`config.mk`:
```
export PLATFORM = sky130hd
export DESIGN_NAME = crf_register_file
export DESIGN_NICKNAME = d
export VERILOG_FILES = /design/src/crf_pkg.sv /design/src/crf_register_file.sv /design/src/crf_accumulator.sv
export VERILOG_INCLUDE_DIRS = /design/src
export SDC_FILE = /design/constraint.sdc
export NUM_CORES = 2
export LEC_CHECK = 0
export BUFFER_PORTS_ARGS = -buffer_cell sky130_fd_sc_hd__buf_2
export CORE_MARGIN = 3
export CORE_UTILIZATION = 41
export CTS_CLUSTER_DIAMETER = 60
export CTS_CLUSTER_SIZE = 8
export DETAILED_ROUTE_END_ITERATION = 8
export GPL_ROUTABILITY_DRIVEN = 0
export PLACE_DENSITY = 0.66
export SYNTH_ARGS = -nofsm -noshare
export SYNTH_HDL_FRONTEND = slang
export SYNTH_SLANG_ARGS = --single-unit
```
`constraint.sdc`:
```
create_clock -name mclk -period 15.6 [get_ports mclk]
set_input_delay 4.68 -clock mclk [delete_from_list [all_inputs] [get_ports mclk]]
set_output_delay 4.68 -clock mclk [all_outputs]
set_load 0.01 [all_outputs]
```
`src/crf_defs.svh`:
```
`ifndef CRF_DEFS_SVH
`define CRF_DEFS_SVH

// Register file geometry
`define CRF_NUM_GPR      16
`define CRF_DATA_W       32
`define CRF_ACC_W        72
`define CRF_ACC_SIGN_BIT 71

// Status word field positions
`define CRF_PSW_STACK_SEL_BIT 17

// Float status word field positions (cause flags, enables, sticky flags)
`define CRF_FLOAT_STATUS_WORD_CAUSE_LSB  2
`define CRF_FLOAT_STATUS_WORD_ENABLE_LSB 10
`define CRF_FLOAT_STATUS_WORD_STICKY_LSB 26
`define CRF_FPX_KINDS       5

// Reset values
`define CRF_RESET_WORD 32'h0000_0000
`define CRF_RESET_ACC  72'h00_0000_0000_0000_0000

`endif

```
`src/crf_pkg.sv`:
```
package crf_pkg;

	// Control register selector for move-to / move-from control operations
	typedef enum logic [2:0] {
		CRF_CR_PSW,
		CRF_CR_USP,
		CRF_CR_ISP,
		CRF_CR_INTERRUPT_TABLE_BASE,
		CRF_CR_EXCEPTION_TABLE_BASE,
		CRF_CR_BPC,
		CRF_CR_BACKUP_STATUS_WORD,
		CRF_CR_FAST_INTERRUPT_VECTOR
	} crf_ctrl_sel_t;

	// Accumulator slice selector
	typedef enum logic [1:0] {
		CRF_SLICE_GUARD,
		CRF_SLICE_HIGH,
		CRF_SLICE_MID,
		CRF_SLICE_LOW
	} crf_slice_t;

endpackage

```
`src/crf_register_file.sv`:
```
//
// Functional notes
// - Sixteen 32-bit general registers, each usable as data or address.
// - General register zero is the stack pointer currently selected.
// - Status word stack-select bit picks user or interrupt stack pointer.
// - Exception table base gives vector table start; keep 4-byte aligned.
// - Interrupt table base gives interrupt vector table start for fetches.
// - Program counter holds the address of the executing instruction.
// - Fast interrupt copies program counter into backup program counter.
// - Fast interrupt copies status word into backup status, same layout.
// - Fast interrupt branches to the fast interrupt vector address.
// - Each float exception, enabled or masked, sets its matching cause flag.
// - Masked float exception sets sticky flag held until software clears.
// - Each accumulator stores 72 bits, presented as 96 bits.
// - Bits 95..72 read as sign of bit 71; writes there dropped.
// - Multiply and multiply-accumulate overwrite accumulator zero.
// - Three slice writes: bits 95..64, 63..32, 31..0.
// - Four slice reads: 95..64, 63..32, 47..16, 31..0.
//
`timescale 1ns/1ps
`default_nettype none
`include "crf_defs.svh"

module crf_register_file
	import crf_pkg::*;
#(
	parameter int NUM_GPR = `CRF_NUM_GPR,
	parameter int DATA_W  = `CRF_DATA_W,
	parameter int ACC_W   = `CRF_ACC_W
) (
	input  wire logic                 mclk,
	input  wire logic                 sys_rst,
	// General register read ports
	input  wire logic [3:0]           gprRdAddrA,
	input  wire logic [3:0]           gprRdAddrB,
	output logic      [DATA_W-1:0]    gprRdDataA,
	output logic      [DATA_W-1:0]    gprRdDataB,
	// General register write port
	input  wire logic                 gprWrEn,
	input  wire logic [3:0]           gprWrAddr,
	input  wire logic [DATA_W-1:0]    gprWrData,
	// Control register access
	input  wire logic                 ctrlWrEn,
	input  wire crf_ctrl_sel_t        ctrlWrSel,
	input  wire logic [DATA_W-1:0]    ctrlWrData,
	input  wire crf_ctrl_sel_t        ctrlRdSel,
	output logic      [DATA_W-1:0]    ctrlRdData,
	// Program counter
	input  wire logic                 pcLoadEn,
	input  wire logic [DATA_W-1:0]    pcLoadData,
	output logic      [DATA_W-1:0]    programCounter,
	// Fast interrupt
	input  wire logic                 fastIntTake,
	// Float status
	input  wire logic                 fpxValid,
	input  wire logic [4:0]           fpxKinds,
	input  wire logic                 fpswWrEn,
	input  wire logic [DATA_W-1:0]    fpswWrData,
	output logic      [DATA_W-1:0]    floatStatusWord,
	// Accumulators
	input  wire logic                 accSel,
	input  wire logic                 accSliceWrEn,
	input  wire crf_slice_t           accSliceWrSel,
	input  wire logic [DATA_W-1:0]    accSliceWrData,
	input  wire crf_slice_t           accSliceRdSel,
	output logic      [DATA_W-1:0]    accSliceRdData,
	input  wire logic                 mulWrEn,
	input  wire logic [ACC_W-1:0]     mulWrData,
	output logic      [ACC_W-1:0]     accumulatorZero,
	// Visible state
	output logic      [DATA_W-1:0]    processorStatusWord,
	output logic      [DATA_W-1:0]    stackPointer,
	output logic      [DATA_W-1:0]    exceptionTableBase,
	output logic      [DATA_W-1:0]    interruptTableBase
);

	// -----------------------------
	// State
	// -----------------------------
	logic [DATA_W-1:0] gpr_q [1:NUM_GPR-1];
	logic [DATA_W-1:0] usp_q, isp_q, psw_q, pc_q, bpc_q, backup_status_word_q, fast_interrupt_vector_q;
	logic [DATA_W-1:0] interrupt_table_base_q, exception_table_base_q, float_status_word_q;
	logic [DATA_W-1:0] gprRdA_q, gprRdB_q, ctrlRd_q, accRd_q;
	logic [DATA_W-1:0] pswNext, fpswNext;
	logic              stackSelNext;
	logic [DATA_W-1:0] spNext;
	logic [DATA_W-1:0] uspNext, ispNext;
	logic [DATA_W-1:0] rdSliceA, rdSliceB;
	logic [ACC_W-1:0]  acc0Value, acc1Value;
	logic              pswWr;

	assign pswWr = ctrlWrEn && ctrlWrSel == CRF_CR_PSW;

	// -----------------------------
	// Status word
	// -----------------------------
	// Next status value is used by stack selection in the same edge
	always_comb begin
		pswNext = psw_q;
		if (pswWr) begin
			pswNext = ctrlWrData;
		end
	end

	assign stackSelNext = pswNext[`CRF_PSW_STACK_SEL_BIT];

	always_ff @(posedge mclk) begin
		if (sys_rst) begin
			psw_q <= `CRF_RESET_WORD;
		end else begin
			psw_q <= pswNext;
		end
	end

	// -----------------------------
	// Stack pointers
	// -----------------------------
	// Write to register zero goes to whichever pointer the current select names
	always_comb begin
		uspNext = usp_q;
		ispNext = isp_q;
		if (gprWrEn && gprWrAddr == 4'h0) begin
			if (psw_q[`CRF_PSW_STACK_SEL_BIT]) begin
				uspNext = gprWrData;
			end else begin
				ispNext = gprWrData;
			end
		end
		if (ctrlWrEn && ctrlWrSel == CRF_CR_USP) begin
			uspNext = ctrlWrData;
		end
		if (ctrlWrEn && ctrlWrSel == CRF_CR_ISP) begin
			ispNext = ctrlWrData;
		end
	end

	always_ff @(posedge mclk) begin
		if (sys_rst) begin
			usp_q <= `CRF_RESET_WORD;
			isp_q <= `CRF_RESET_WORD;
		end else begin
			usp_q <= uspNext;
			isp_q <= ispNext;
		end
	end

	// -----------------------------
	// General registers 1..15
	// -----------------------------
	genvar gi;
	generate
		for (gi = 1; gi < NUM_GPR; gi++) begin : g_gpr
			always_ff @(posedge mclk) begin
				if (sys_rst) begin
					gpr_q[gi] <= `CRF_RESET_WORD;
				end else if (gprWrEn && gprWrAddr == 4'(gi)) begin
					gpr_q[gi] <= gprWrData;
				end
			end
		end
	endgenerate

	// Stack pointer as seen after this edge, so a select change is never stale
	// Both pointers' next values are used, so a same-edge r0 write shows unless a PSW write flips the select or a USP or ISP write to it replaces it
	always_comb begin
		spNext = stackSelNext ? uspNext : ispNext;
	end

	// Registered reads see the state after this edge
	always_comb begin
		rdSliceA = (gprRdAddrA == 4'h0) ? spNext : gpr_q[gprRdAddrA == 4'h0 ? 1 : gprRdAddrA];
		if (gprRdAddrA != 4'h0 && gprWrEn && gprWrAddr == gprRdAddrA) begin
			rdSliceA = gprWrData;
		end
		rdSliceB = (gprRdAddrB == 4'h0) ? spNext : gpr_q[gprRdAddrB == 4'h0 ? 1 : gprRdAddrB];
		if (gprRdAddrB != 4'h0 && gprWrEn && gprWrAddr == gprRdAddrB) begin
			rdSliceB = gprWrData;
		end
	end

	always_ff @(posedge mclk) begin
		if (sys_rst) begin
			gprRdA_q <= `CRF_RESET_WORD;
			gprRdB_q <= `CRF_RESET_WORD;
		end else begin
			gprRdA_q <= rdSliceA;
			gprRdB_q <= rdSliceB;
		end
	end

	// -----------------------------
	// Table bases and fast interrupt vector
	// -----------------------------
	// Alignment is software's concern; low bits are stored as written
	always_ff @(posedge mclk) begin
		if (sys_rst) begin
			exception_table_base_q  <= `CRF_RESET_WORD;
			interrupt_table_base_q  <= `CRF_RESET_WORD;
			fast_interrupt_vector_q <= `CRF_RESET_WORD;
		end else if (ctrlWrEn) begin
			if (ctrlWrSel == CRF_CR_EXCEPTION_TABLE_BASE) begin
				exception_table_base_q <= ctrlWrData;
			end else if (ctrlWrSel == CRF_CR_INTERRUPT_TABLE_BASE) begin
				interrupt_table_base_q <= ctrlWrData;
			end else if (ctrlWrSel == CRF_CR_FAST_INTERRUPT_VECTOR) begin
				fast_interrupt_vector_q <= ctrlWrData;
			end
		end
	end

	// -----------------------------
	// Program counter and fast interrupt backup
	// -----------------------------
	// Fast interrupt outranks a branch load in the same cycle
	always_ff @(posedge mclk) begin
		if (sys_rst) begin
			pc_q <= `CRF_RESET_WORD;
		end else if (fastIntTake) begin
			pc_q <= fast_interrupt_vector_q;
		end else if (pcLoadEn) begin
			pc_q <= pcLoadData;
		end
	end

	always_ff @(posedge mclk) begin
		if (sys_rst) begin
			bpc_q  <= `CRF_RESET_WORD;
			backup_status_word_q <= `CRF_RESET_WORD;
		end else if (fastIntTake) begin
			bpc_q  <= pc_q;
			backup_status_word_q <= psw_q;
		end else if (ctrlWrEn) begin
			if (ctrlWrSel == CRF_CR_BPC) begin
				bpc_q <= ctrlWrData;
			end else if (ctrlWrSel == CRF_CR_BACKUP_STATUS_WORD) begin
				backup_status_word_q <= ctrlWrData;
			end
		end
	end

	// -----------------------------
	// Float status word
	// -----------------------------
	// Hardware set wins over a software clear in the same cycle
	always_comb begin
		fpswNext = float_status_word_q;
		if (fpswWrEn) begin
			fpswNext = fpswWrData;
		end
		if (fpxValid) begin
			for (int k = 0; k < `CRF_FPX_KINDS; k++) begin
				fpswNext[`CRF_FLOAT_STATUS_WORD_CAUSE_LSB + k] = fpxKinds[k];
				if (fpxKinds[k] && !float_status_word_q[`CRF_FLOAT_STATUS_WORD_ENABLE_LSB + k]) begin
					fpswNext[`CRF_FLOAT_STATUS_WORD_STICKY_LSB + k] = 1'b1;
				end
			end
		end
	end

	always_ff @(posedge mclk) begin
		if (sys_rst) begin
			float_status_word_q <= `CRF_RESET_WORD;
		end else begin
			float_status_word_q <= fpswNext;
		end
	end

	// -----------------------------
	// Accumulators
	// -----------------------------
	logic [DATA_W-1:0] acc0Slice, acc1Slice;

	crf_accumulator #(
		.ACC_W (ACC_W)
	) u_dsp_accumulator_0 (
		.mclk        (mclk),
		.sys_rst     (sys_rst),
		.sliceWrEn   (accSliceWrEn && !accSel),
		.sliceWrSel  (accSliceWrSel),
		.sliceWrData (accSliceWrData),
		.fullWrEn    (mulWrEn),
		.fullWrData  (mulWrData),
		.sliceRdSel  (accSliceRdSel),
		.sliceRdData (acc0Slice),
		.accValue    (acc0Value)
	);

	crf_accumulator #(
		.ACC_W (ACC_W)
	) u_dsp_accumulator_1 (
		.mclk        (mclk),
		.sys_rst     (sys_rst),
		.sliceWrEn   (accSliceWrEn && accSel),
		.sliceWrSel  (accSliceWrSel),
		.sliceWrData (accSliceWrData),
		.fullWrEn    (1'b0),
		.fullWrData  (mulWrData),
		.sliceRdSel  (accSliceRdSel),
		.sliceRdData (acc1Slice),
		.accValue    (acc1Value)
	);

	always_ff @(posedge mclk) begin
		if (sys_rst) begin
			accRd_q <= `CRF_RESET_WORD;
		end else begin
			accRd_q <= accSel ? acc1Slice : acc0Slice;
		end
	end

	// -----------------------------
	// Control register read
	// -----------------------------
	always_ff @(posedge mclk) begin
		if (sys_rst) begin
			ctrlRd_q <= `CRF_RESET_WORD;
		end else begin
			case (ctrlRdSel)
				CRF_CR_PSW:   ctrlRd_q <= psw_q;
				CRF_CR_USP:   ctrlRd_q <= usp_q;
				CRF_CR_ISP:   ctrlRd_q <= isp_q;
				CRF_CR_INTERRUPT_TABLE_BASE:  ctrlRd_q <= interrupt_table_base_q;
				CRF_CR_EXCEPTION_TABLE_BASE:  ctrlRd_q <= exception_table_base_q;
				CRF_CR_BPC:   ctrlRd_q <= bpc_q;
				CRF_CR_BACKUP_STATUS_WORD:  ctrlRd_q <= backup_status_word_q;
				default:      ctrlRd_q <= fast_interrupt_vector_q;
			endcase
		end
	end

	// -----------------------------
	// Outputs
	// -----------------------------
	logic [DATA_W-1:0] sp_q;

	always_ff @(posedge mclk) begin
		if (sys_rst) begin
			sp_q <= `CRF_RESET_WORD;
		end else begin
			sp_q <= spNext;
		end
	end

	assign gprRdDataA          = gprRdA_q;
	assign gprRdDataB          = gprRdB_q;
	assign ctrlRdData          = ctrlRd_q;
	assign accSliceRdData      = accRd_q;
	assign programCounter      = pc_q;
	assign floatStatusWord     = float_status_word_q;
	assign accumulatorZero     = acc0Value;
	assign processorStatusWord = psw_q;
	assign stackPointer        = sp_q;
	assign exceptionTableBase  = exception_table_base_q;
	assign interruptTableBase  = interrupt_table_base_q;

endmodule

`default_nettype wire

```
`src/crf_accumulator.sv`:
```
`timescale 1ns/1ps
`default_nettype none
`include "crf_defs.svh"

module crf_accumulator
	import crf_pkg::*;
#(
	parameter int ACC_W = `CRF_ACC_W
) (
	input  wire logic                   mclk,
	input  wire logic                   sys_rst,
	input  wire logic                   sliceWrEn,
	input  wire crf_slice_t             sliceWrSel,
	input  wire logic [`CRF_DATA_W-1:0] sliceWrData,
	input  wire logic                   fullWrEn,
	input  wire logic [ACC_W-1:0]       fullWrData,
	input  wire crf_slice_t             sliceRdSel,
	output logic      [`CRF_DATA_W-1:0] sliceRdData,
	output logic      [ACC_W-1:0]       accValue
);

	logic [ACC_W-1:0] acc_q;
	logic [95:0]      wide;

	// -----------------------------
	// Storage
	// -----------------------------
	always_ff @(posedge mclk) begin
		if (sys_rst) begin
			acc_q <= `CRF_RESET_ACC;
		end else if (fullWrEn) begin
			acc_q <= fullWrData;
		end else if (sliceWrEn) begin
			case (sliceWrSel)
				// Upper 24 bits of the guard word have no storage
				CRF_SLICE_GUARD: acc_q[71:64] <= sliceWrData[7:0];
				CRF_SLICE_HIGH:  acc_q[63:32] <= sliceWrData;
				CRF_SLICE_LOW:   acc_q[31:0]  <= sliceWrData;
				default:         acc_q        <= acc_q;
			endcase
		end
	end

	// -----------------------------
	// Sign-extended 96-bit view
	// -----------------------------
	assign wide = {{24{acc_q[`CRF_ACC_SIGN_BIT]}}, acc_q};

	always_comb begin
		case (sliceRdSel)
			CRF_SLICE_GUARD: sliceRdData = wide[95:64];
			CRF_SLICE_HIGH:  sliceRdData = wide[63:32];
			CRF_SLICE_MID:   sliceRdData = wide[47:16];
			default:         sliceRdData = wide[31:0];
		endcase
	end

	assign accValue = acc_q;

endmodule

`default_nettype wire

```
* Word level (Yosys, flattened, before mapping)
Memory sizes are Yosys's and may differ from the RTL's. Index checks and enable logic that the tools add are counted.
Cells by class: magnitude comparators 0, equal/unequal tests 35, shift operators 0, muxes and demuxes 102, add/subtract/negate cells 0, multipliers 0, bitwise operators 17, reduce and logical (&&, ||, !) cells 65, divide/modulo/power cells 0
Operator list (count):
- 32-bit 2-to-1 mux | 38
- 32-bit one-hot mux with 7 select lines | 1
- 32-bit one-hot mux with 3 select lines | 2
- 72-bit 2-to-1 mux | 2
- 1-bit 2-to-1 mux | 52
- 4-bit equality test, second input constant | 8
- 31-bit 2-to-1 mux | 1
- 1-bit logical AND | 30
- 3-bit equality test, second input constant | 7
- 18-bit 2-to-1 mux | 1
- 2-bit nonzero test | 9
- 4-bit by 3-bit equality test with 1-bit output, second input constant | 4
- 2-bit AND reduction | 8
- 1-bit OR | 15
- 3-bit by 2-bit equality test with 1-bit output, second input constant | 4
- 4-bit zero test | 3
- 5-bit 2-to-1 mux | 2
- 4-bit by 2-bit equality test with 1-bit output, second input constant | 2
- 4-bit equality test | 2
- 4-bit 2-to-1 mux | 2
- 8-bit 2-to-1 mux | 1
- 4-bit nonzero test | 2
- 3-bit by 1-bit equality test with 1-bit output, second input constant | 2
- 1-bit zero test | 6
- 9 further kinds | 15
Storage, ports and cells: register bits after elaboration 624, ROM bits 0, RAM bits 480, latch bits 0, memories kept 1, output and inout bits 392, logic and storage cells 244, input port bits 270
Memory list:
- gpr_q | depth 15, width 32, read ports 2, clocked after Yosys merged registers in 0, wr ports 15, RTL line crf_register_file.sv:80 | logic [DATA_W-1:0] gpr_q [1:NUM_GPR-1];

* Longest topological paths before layout
depth after elaboration 7, gate-level depth with buffers 10, mapped depth without buffers 6

* Cells and area by module
A second synthesis with hierarchy kept.
Second synthesis, totals: cells, all modules 5753, area total of the unflattened synthesis 57692.8 um^2
By module, submodules not included:
- crf_register_file | instances 1, area an instance 48201.2 um^2, sequential area each 24023.0 um^2, cells an instance 4859
- crf_accumulator | instances 2, area an instance 4745.8 um^2, sequential area each 1441.4 um^2, cells an instance 447

* Least setup slack after synthesis
Ideal clock, no wire load.
path kind input-to-reg, from in gprWrEn, to mem gpr_q[4][0] in the netlist's numbering (enable), buffers on the path 1, setup slack 7.454 ns, data arrival time 7.680 ns, required time 15.134 ns, library setup time 0.466 ns, stages on the path 3, path through buf_2 or3b_2 o21ai_0
RTL lines:
- start, declared | RTL line crf_register_file.sv:39 | input wire logic gprWrEn,
- end, declared | RTL line crf_register_file.sv:80

* Final worst setup path
from in gprRdAddrB[2], to reg gprRdB_q[25] (netlist: gprRdDataB[25])
Between the ends: cells in the longest elaborated chain, start to end 5, elaborated cells on any way between the ends 9, those cells by class 1 x eq/ne; 3 x mux; 4 x reduce/logical; 1 x memory
RTL lines:
- start, declared | RTL line crf_register_file.sv:35 | input wire logic [3:0] gprRdAddrB,
- 4-bit zero test | RTL line crf_register_file.sv:175 | rdSliceB = (gprRdAddrB == 4'h0) ? spNext : gpr_q[gprRdAddrB == 4'h0 ? 1 : gprRdAddrB];
- 4-bit 2-to-1 mux | RTL line crf_register_file.sv:175
- memory read 15 x 32 bit
- 32-bit 2-to-1 mux | RTL line crf_register_file.sv:175
- 32-bit 2-to-1 mux * | RTL line crf_register_file.sv:176 | if (gprRdAddrB != 4'h0 && gprWrEn && gprWrAddr == gprRdAddrB) begin
- end signal, assigned | RTL line crf_register_file.sv:184 | gprRdB_q <= `CRF_RESET_WORD;
- end signal, assigned | RTL line crf_register_file.sv:187 | gprRdB_q <= rdSliceB;
- end, declared | RTL line crf_register_file.sv:83 | logic [DATA_W-1:0] gprRdA_q, gprRdB_q, ctrlRd_q, accRd_q;
Mark *: on every way between the ends. The rest lies on a longest branch, timed or not. A chain may end at the register's enable or synchronous reset.

==> results.rst <==
.. list-table::
   :header-rows: 1

   * - Metric
     - Value
   * - Maximum level of the CTS H-tree
     - 4
   * - Number of buffers inserted during clock tree synthesis
     - 158
   * - Worst hold margin
     - 0.449 ns
   * - Clock network latency to the later pin of the worst-skew pair
     - about 0.8 ns
   * - Max-slew headroom
     - 0.0785
   * - Most common library cell in the layout ignoring fill and taps
     - sky130_fd_sc_hd__buf_2
   * - Relative area change from synthesis to final layout
     - 16.7%
   * - Leakage power summed over all cells
     - 25.3 nW
   * - Critical Path Sink Type
     - flop
   * - Capture instance of the worst register-to-register path
     - gprRdDataA[9]
   * - Hold violation count in the final report
     - 0
   * - Avg Inst Size Synth
     - 9.83 µm²
   * - Final setup fails
     - 0
   * - Number of nets in the layout
     - 6165
   * - Share of synthesized area occupied by flip-flops and latches
     - 0.494
   * - Type of the tightest min-delay check
     - flop to flop
   * - Iteration-0 DRC Markers
     - ~6500
   * - Router iterations before antenna repair
     - 6
   * - Detail Route Antenna Nets
     - 0
   * - Post-Route Utilization
     - 0.482
   * - Final setup skew
     - 0.0402 ns
   * - R2R Path Start
     - processorStatusWord[17]
   * - Internal Power
     - approximately 5.3 mW
   * - Leftover overflow at the end of global routing
     - 0
   * - Sw Pwr
     - between 2 and 2.5 mW
   * - Total negative slack for setup checks
     - 0 ns
   * - CTS root buffer
     - sky130_fd_sc_hd__clkbuf_16
   * - Crit path setup slack, layout
     - just over 8 ns
   * - Number of synthesis warnings
     - 0
   * - Max Freq
     - 134 MHz
   * - Startpoint kind of the worst setup timing path
     - input port
   * - Maxcap violations
     - 0
   * - Worst-case vdd ir drop
     - slightly above 0.1 mV
   * - Number of top-level pins
     - 662
   * - Residual DRC
     - 0
   * - First-pass GRT wire length
     - 307000 µm
   * - Share of post-route cells with drive strength above 1
     - 0.205
   * - Net switching fraction of the power
     - 0.274
   * - Number of cells on the worst reg-to-reg path
     - 7
   * - Class of the most critical setup path
     - input port to flop
   * - Number of flip-flops in the largest register
     - 480
   * - Result of the run
     - finished, final reports clean
   * - Initial Util
     - 0.413
   * - Clock tree sinks
     - roughly 1100
   * - Register bit count reported by yosys
     - between 1000 and 1500
   * - Clock network fraction of design power
     - 0.438
   * - DIE HEIGHT
     - 370 µm
   * - Final critical delay including setup and external delays
     - 7.49 ns
   * - Clock transition at path regs
     - approximately 0.050 ns
   * - Required time at the endpoint of the critical path
     - 16.21 ns
   * - Core Area
     - 0.132 mm²
   * - Register with the most flip-flops
     - gpr_q
   * - Per-cell routed wire length
     - 27.8 µm
   * - Number of buffers added on ports
     - between 600 and 700
   * - Transition time of the tightest slew-check pin
     - 1.38 ns
   * - Sum of routed wire length over all layers
     - 215000 µm
   * - Slack of the worst reg-to-reg path
     - 11.77 ns
   * - Post-synth top flop
     - sky130_fd_sc_hd__dfxtp_1
   * - Critical path capture point
     - gprRdDataB[25]
   * - Combined area of all synthesized cells
     - 0.0544 mm²
   * - Fin crit share
     - 0.480
   * - Per-cell via count in the routed design
     - 6.07
   * - Horizontal die dimension
     - 370 µm
   * - # hold bufs at CTS
     - 0
   * - Post-Place Worst Slack
     - 7.40 ns
   * - Combinational share of power
     - 0.116
   * - Arrival time of the worst setup path
     - between 8 and 9 ns
   * - Pin count of the biggest net entering global routing
     - between 100 and 150
   * - Syn Nets
     - 5804
   * - TritonCTS clock tree
     - done
   * - Count of different cell masters after synthesis
     - 75
   * - Fill cell count
     - 12000
   * - Max Root-Sink Buffers
     - 3
   * - EDFF count, synth
     - 480
   * - Sum of net half-perimeters after detailed placement
     - ~140000 µm
   * - Worst setup startpoint
     - gprRdAddrB[2]
   * - Number of global-route vias before repair
     - 44100
   * - Unrepaired setup endpoints after global routing
     - no
   * - Antenna violations before repair
     - 43
   * - Placement Rows
     - 133
   * - Async S/R FF share, synth
     - 0
   * - Area of the die
     - 0.137 mm²
   * - CP max FO
     - 72
   * - Final count of pins violating max slew
     - 0
   * - Total of cells resized after clock tree synthesis
     - 0
   * - Total power per unit cell area
     - 116 mW/mm²
   * - Number of cells produced by synthesis
     - 5534
   * - Reg power frac
     - 0.446
   * - Commonest non-fill, non-tap cells in the layout
     - 650 x sky130_fd_sc_hd__buf_2, 637 x sky130_fd_sc_hd__nor2_1, 624 x sky130_fd_sc_hd__dfxtp_1
   * - Number of buffers inserted by post-CTS setup repair
     - 0
   * - Total via count after detailed routing
     - 47100
   * - Global Route Usage Sum
     - 0.302
[logic make-up (layout without fill, tap and decap cells)]
kind of cell | Yosys count | in the layout | synth area share
xor+xnor | 8 | 8 | 0.00129
compound gates | 1125 | 1125 | 0.130
other cells | 0 | 22 | 0
simple gates | 2034 | 2034 | 0.175
buf+inv | 572 | 1013 | 0.0426
mux | 691 | 691 | 0.157
flops | 1104 | 1104 | 0.494
[worst min-delay path by stage]
stage / end / cells past startpoint / start / slack, ns
2_1_floorplan: u_dsp_accumulator_1.accValue[48] / 2 / u_dsp_accumulator_1.accValue[48] / 0.43
3_3_place_gp: u_dsp_accumulator_1.accValue[50] / 2 / u_dsp_accumulator_1.accValue[50] / 0.44
3_5_place_dp: u_dsp_accumulator_1.accValue[50] / 2 / u_dsp_accumulator_1.accValue[50] / 0.44
4_1_cts: u_dsp_accumulator_1.accValue[50] / 2 / u_dsp_accumulator_1.accValue[50] / 0.45
5_1_grt: u_dsp_accumulator_1.accValue[50] / 2 / u_dsp_accumulator_1.accValue[50] / 0.47
6_report: u_dsp_accumulator_1.accValue[50] / 2 / u_dsp_accumulator_1.accValue[50] / 0.45
[synthesized netlist by cell type, types with 26 or more instances]
library cell	instances	area share
sky130_fd_sc_hd__a211oi_1	137	0.019
sky130_fd_sc_hd__buf_2	100	0.0092
sky130_fd_sc_hd__mux2i_1	492	0.090
sky130_fd_sc_hd__a31oi_1	26	0.0030
sky130_fd_sc_hd__nor3_1	81	0.0074
sky130_fd_sc_hd__a21oi_1	515	0.047
sky130_fd_sc_hd__o21ai_0	168	0.015
sky130_fd_sc_hd__and2_1	507	0.058
sky130_fd_sc_hd__o221ai_1	38	0.0061
sky130_fd_sc_hd__nor2b_1	32	0.0037
sky130_fd_sc_hd__nor2_1	658	0.045
sky130_fd_sc_hd__clkbuf_1	395	0.027
sky130_fd_sc_hd__mux4_2	122	0.050
sky130_fd_sc_hd__nand3_1	37	0.0034
sky130_fd_sc_hd__buf_1	52	0.0036
sky130_fd_sc_hd__nand2b_1	28	0.0032
sky130_fd_sc_hd__mux2_2	77	0.016
sky130_fd_sc_hd__edfxtp_1	480	0.26
sky130_fd_sc_hd__nand2_1	604	0.042
sky130_fd_sc_hd__a221oi_1	45	0.0072
sky130_fd_sc_hd__dfxtp_1	624	0.23
[layout make-up]
class / count / area [µm²] / share of cell area
Timing Repair Buffer: 758 / 4110 / 0.0647
Tap cell: 1755 / 2200 / 0.0346
Multi-Input combinational cell: 3858 / 25600 / 0.404
Inverter: 15 / 57.6 / 0.000907
Sequential cell: 1104 / 26900 / 0.424
Clock buffer: 220 / 4210 / 0.0663
Clock inverter: 20 / 309 / 0.00487
Antenna cell: 22 / 55.1 / 0.000867
[power by group through the flow]
stage | registers, mW | clock network, mW | logic (mW)
final | 3.28 | 3.22 | 0.858
after global routing | 3.29 | 3.36 | 0.906
after CTS | 3.28 | 3.24 | 0.840
after detailed placement | 3.33 | 0 | 0.836
after global placement | 3.33 | 0 | 0.826
after floorplan | 3.31 | 0 | 0.482
[worst max-delay path, cell delays in order]
cell                        delay (ns)
sky130_fd_sc_hd__clkbuf_8         0.35
sky130_fd_sc_hd__buf_4            0.80
sky130_fd_sc_hd__buf_4            0.80
sky130_fd_sc_hd__mux4_2           0.65
sky130_fd_sc_hd__a2111oi_0        0.58
sky130_fd_sc_hd__a221oi_1         0.14
[routing by layer]
| metal | part of all wire | wire length [µm] | up-vias | track usage |
|---|---|---|---|---|
| met5 | 0.00087 | 187 | - | 0 |
| met4 | 0.048 | 10300 | 30 | 0.138 |
| met3 | 0.13 | 28700 | 652 | 0.100 |
| met2 | 0.44 | 94700 | 3140 | 0.453 |
| met1 | 0.38 | 81200 | 22800 | 0.394 |
| li1 | - | - | 20400 | - |
[stage by stage]
| step | total power, mW | instance area, µm² | cells |
|---|---|---|---|
| 3_3_place_gp | 4.16 | 58900 | 7490 |
| 2_1_floorplan | 3.79 | 54400 | 5534 |
| 4_1_cts | 7.36 | 63400 | 7730 |
| 3_5_place_dp | 4.17 | 58900 | 7490 |
| 5_1_grt | 7.56 | 63400 | 7731 |
| 6_report | 7.37 | 63500 | 7752 |
Power figures use the tool's default switching activity.
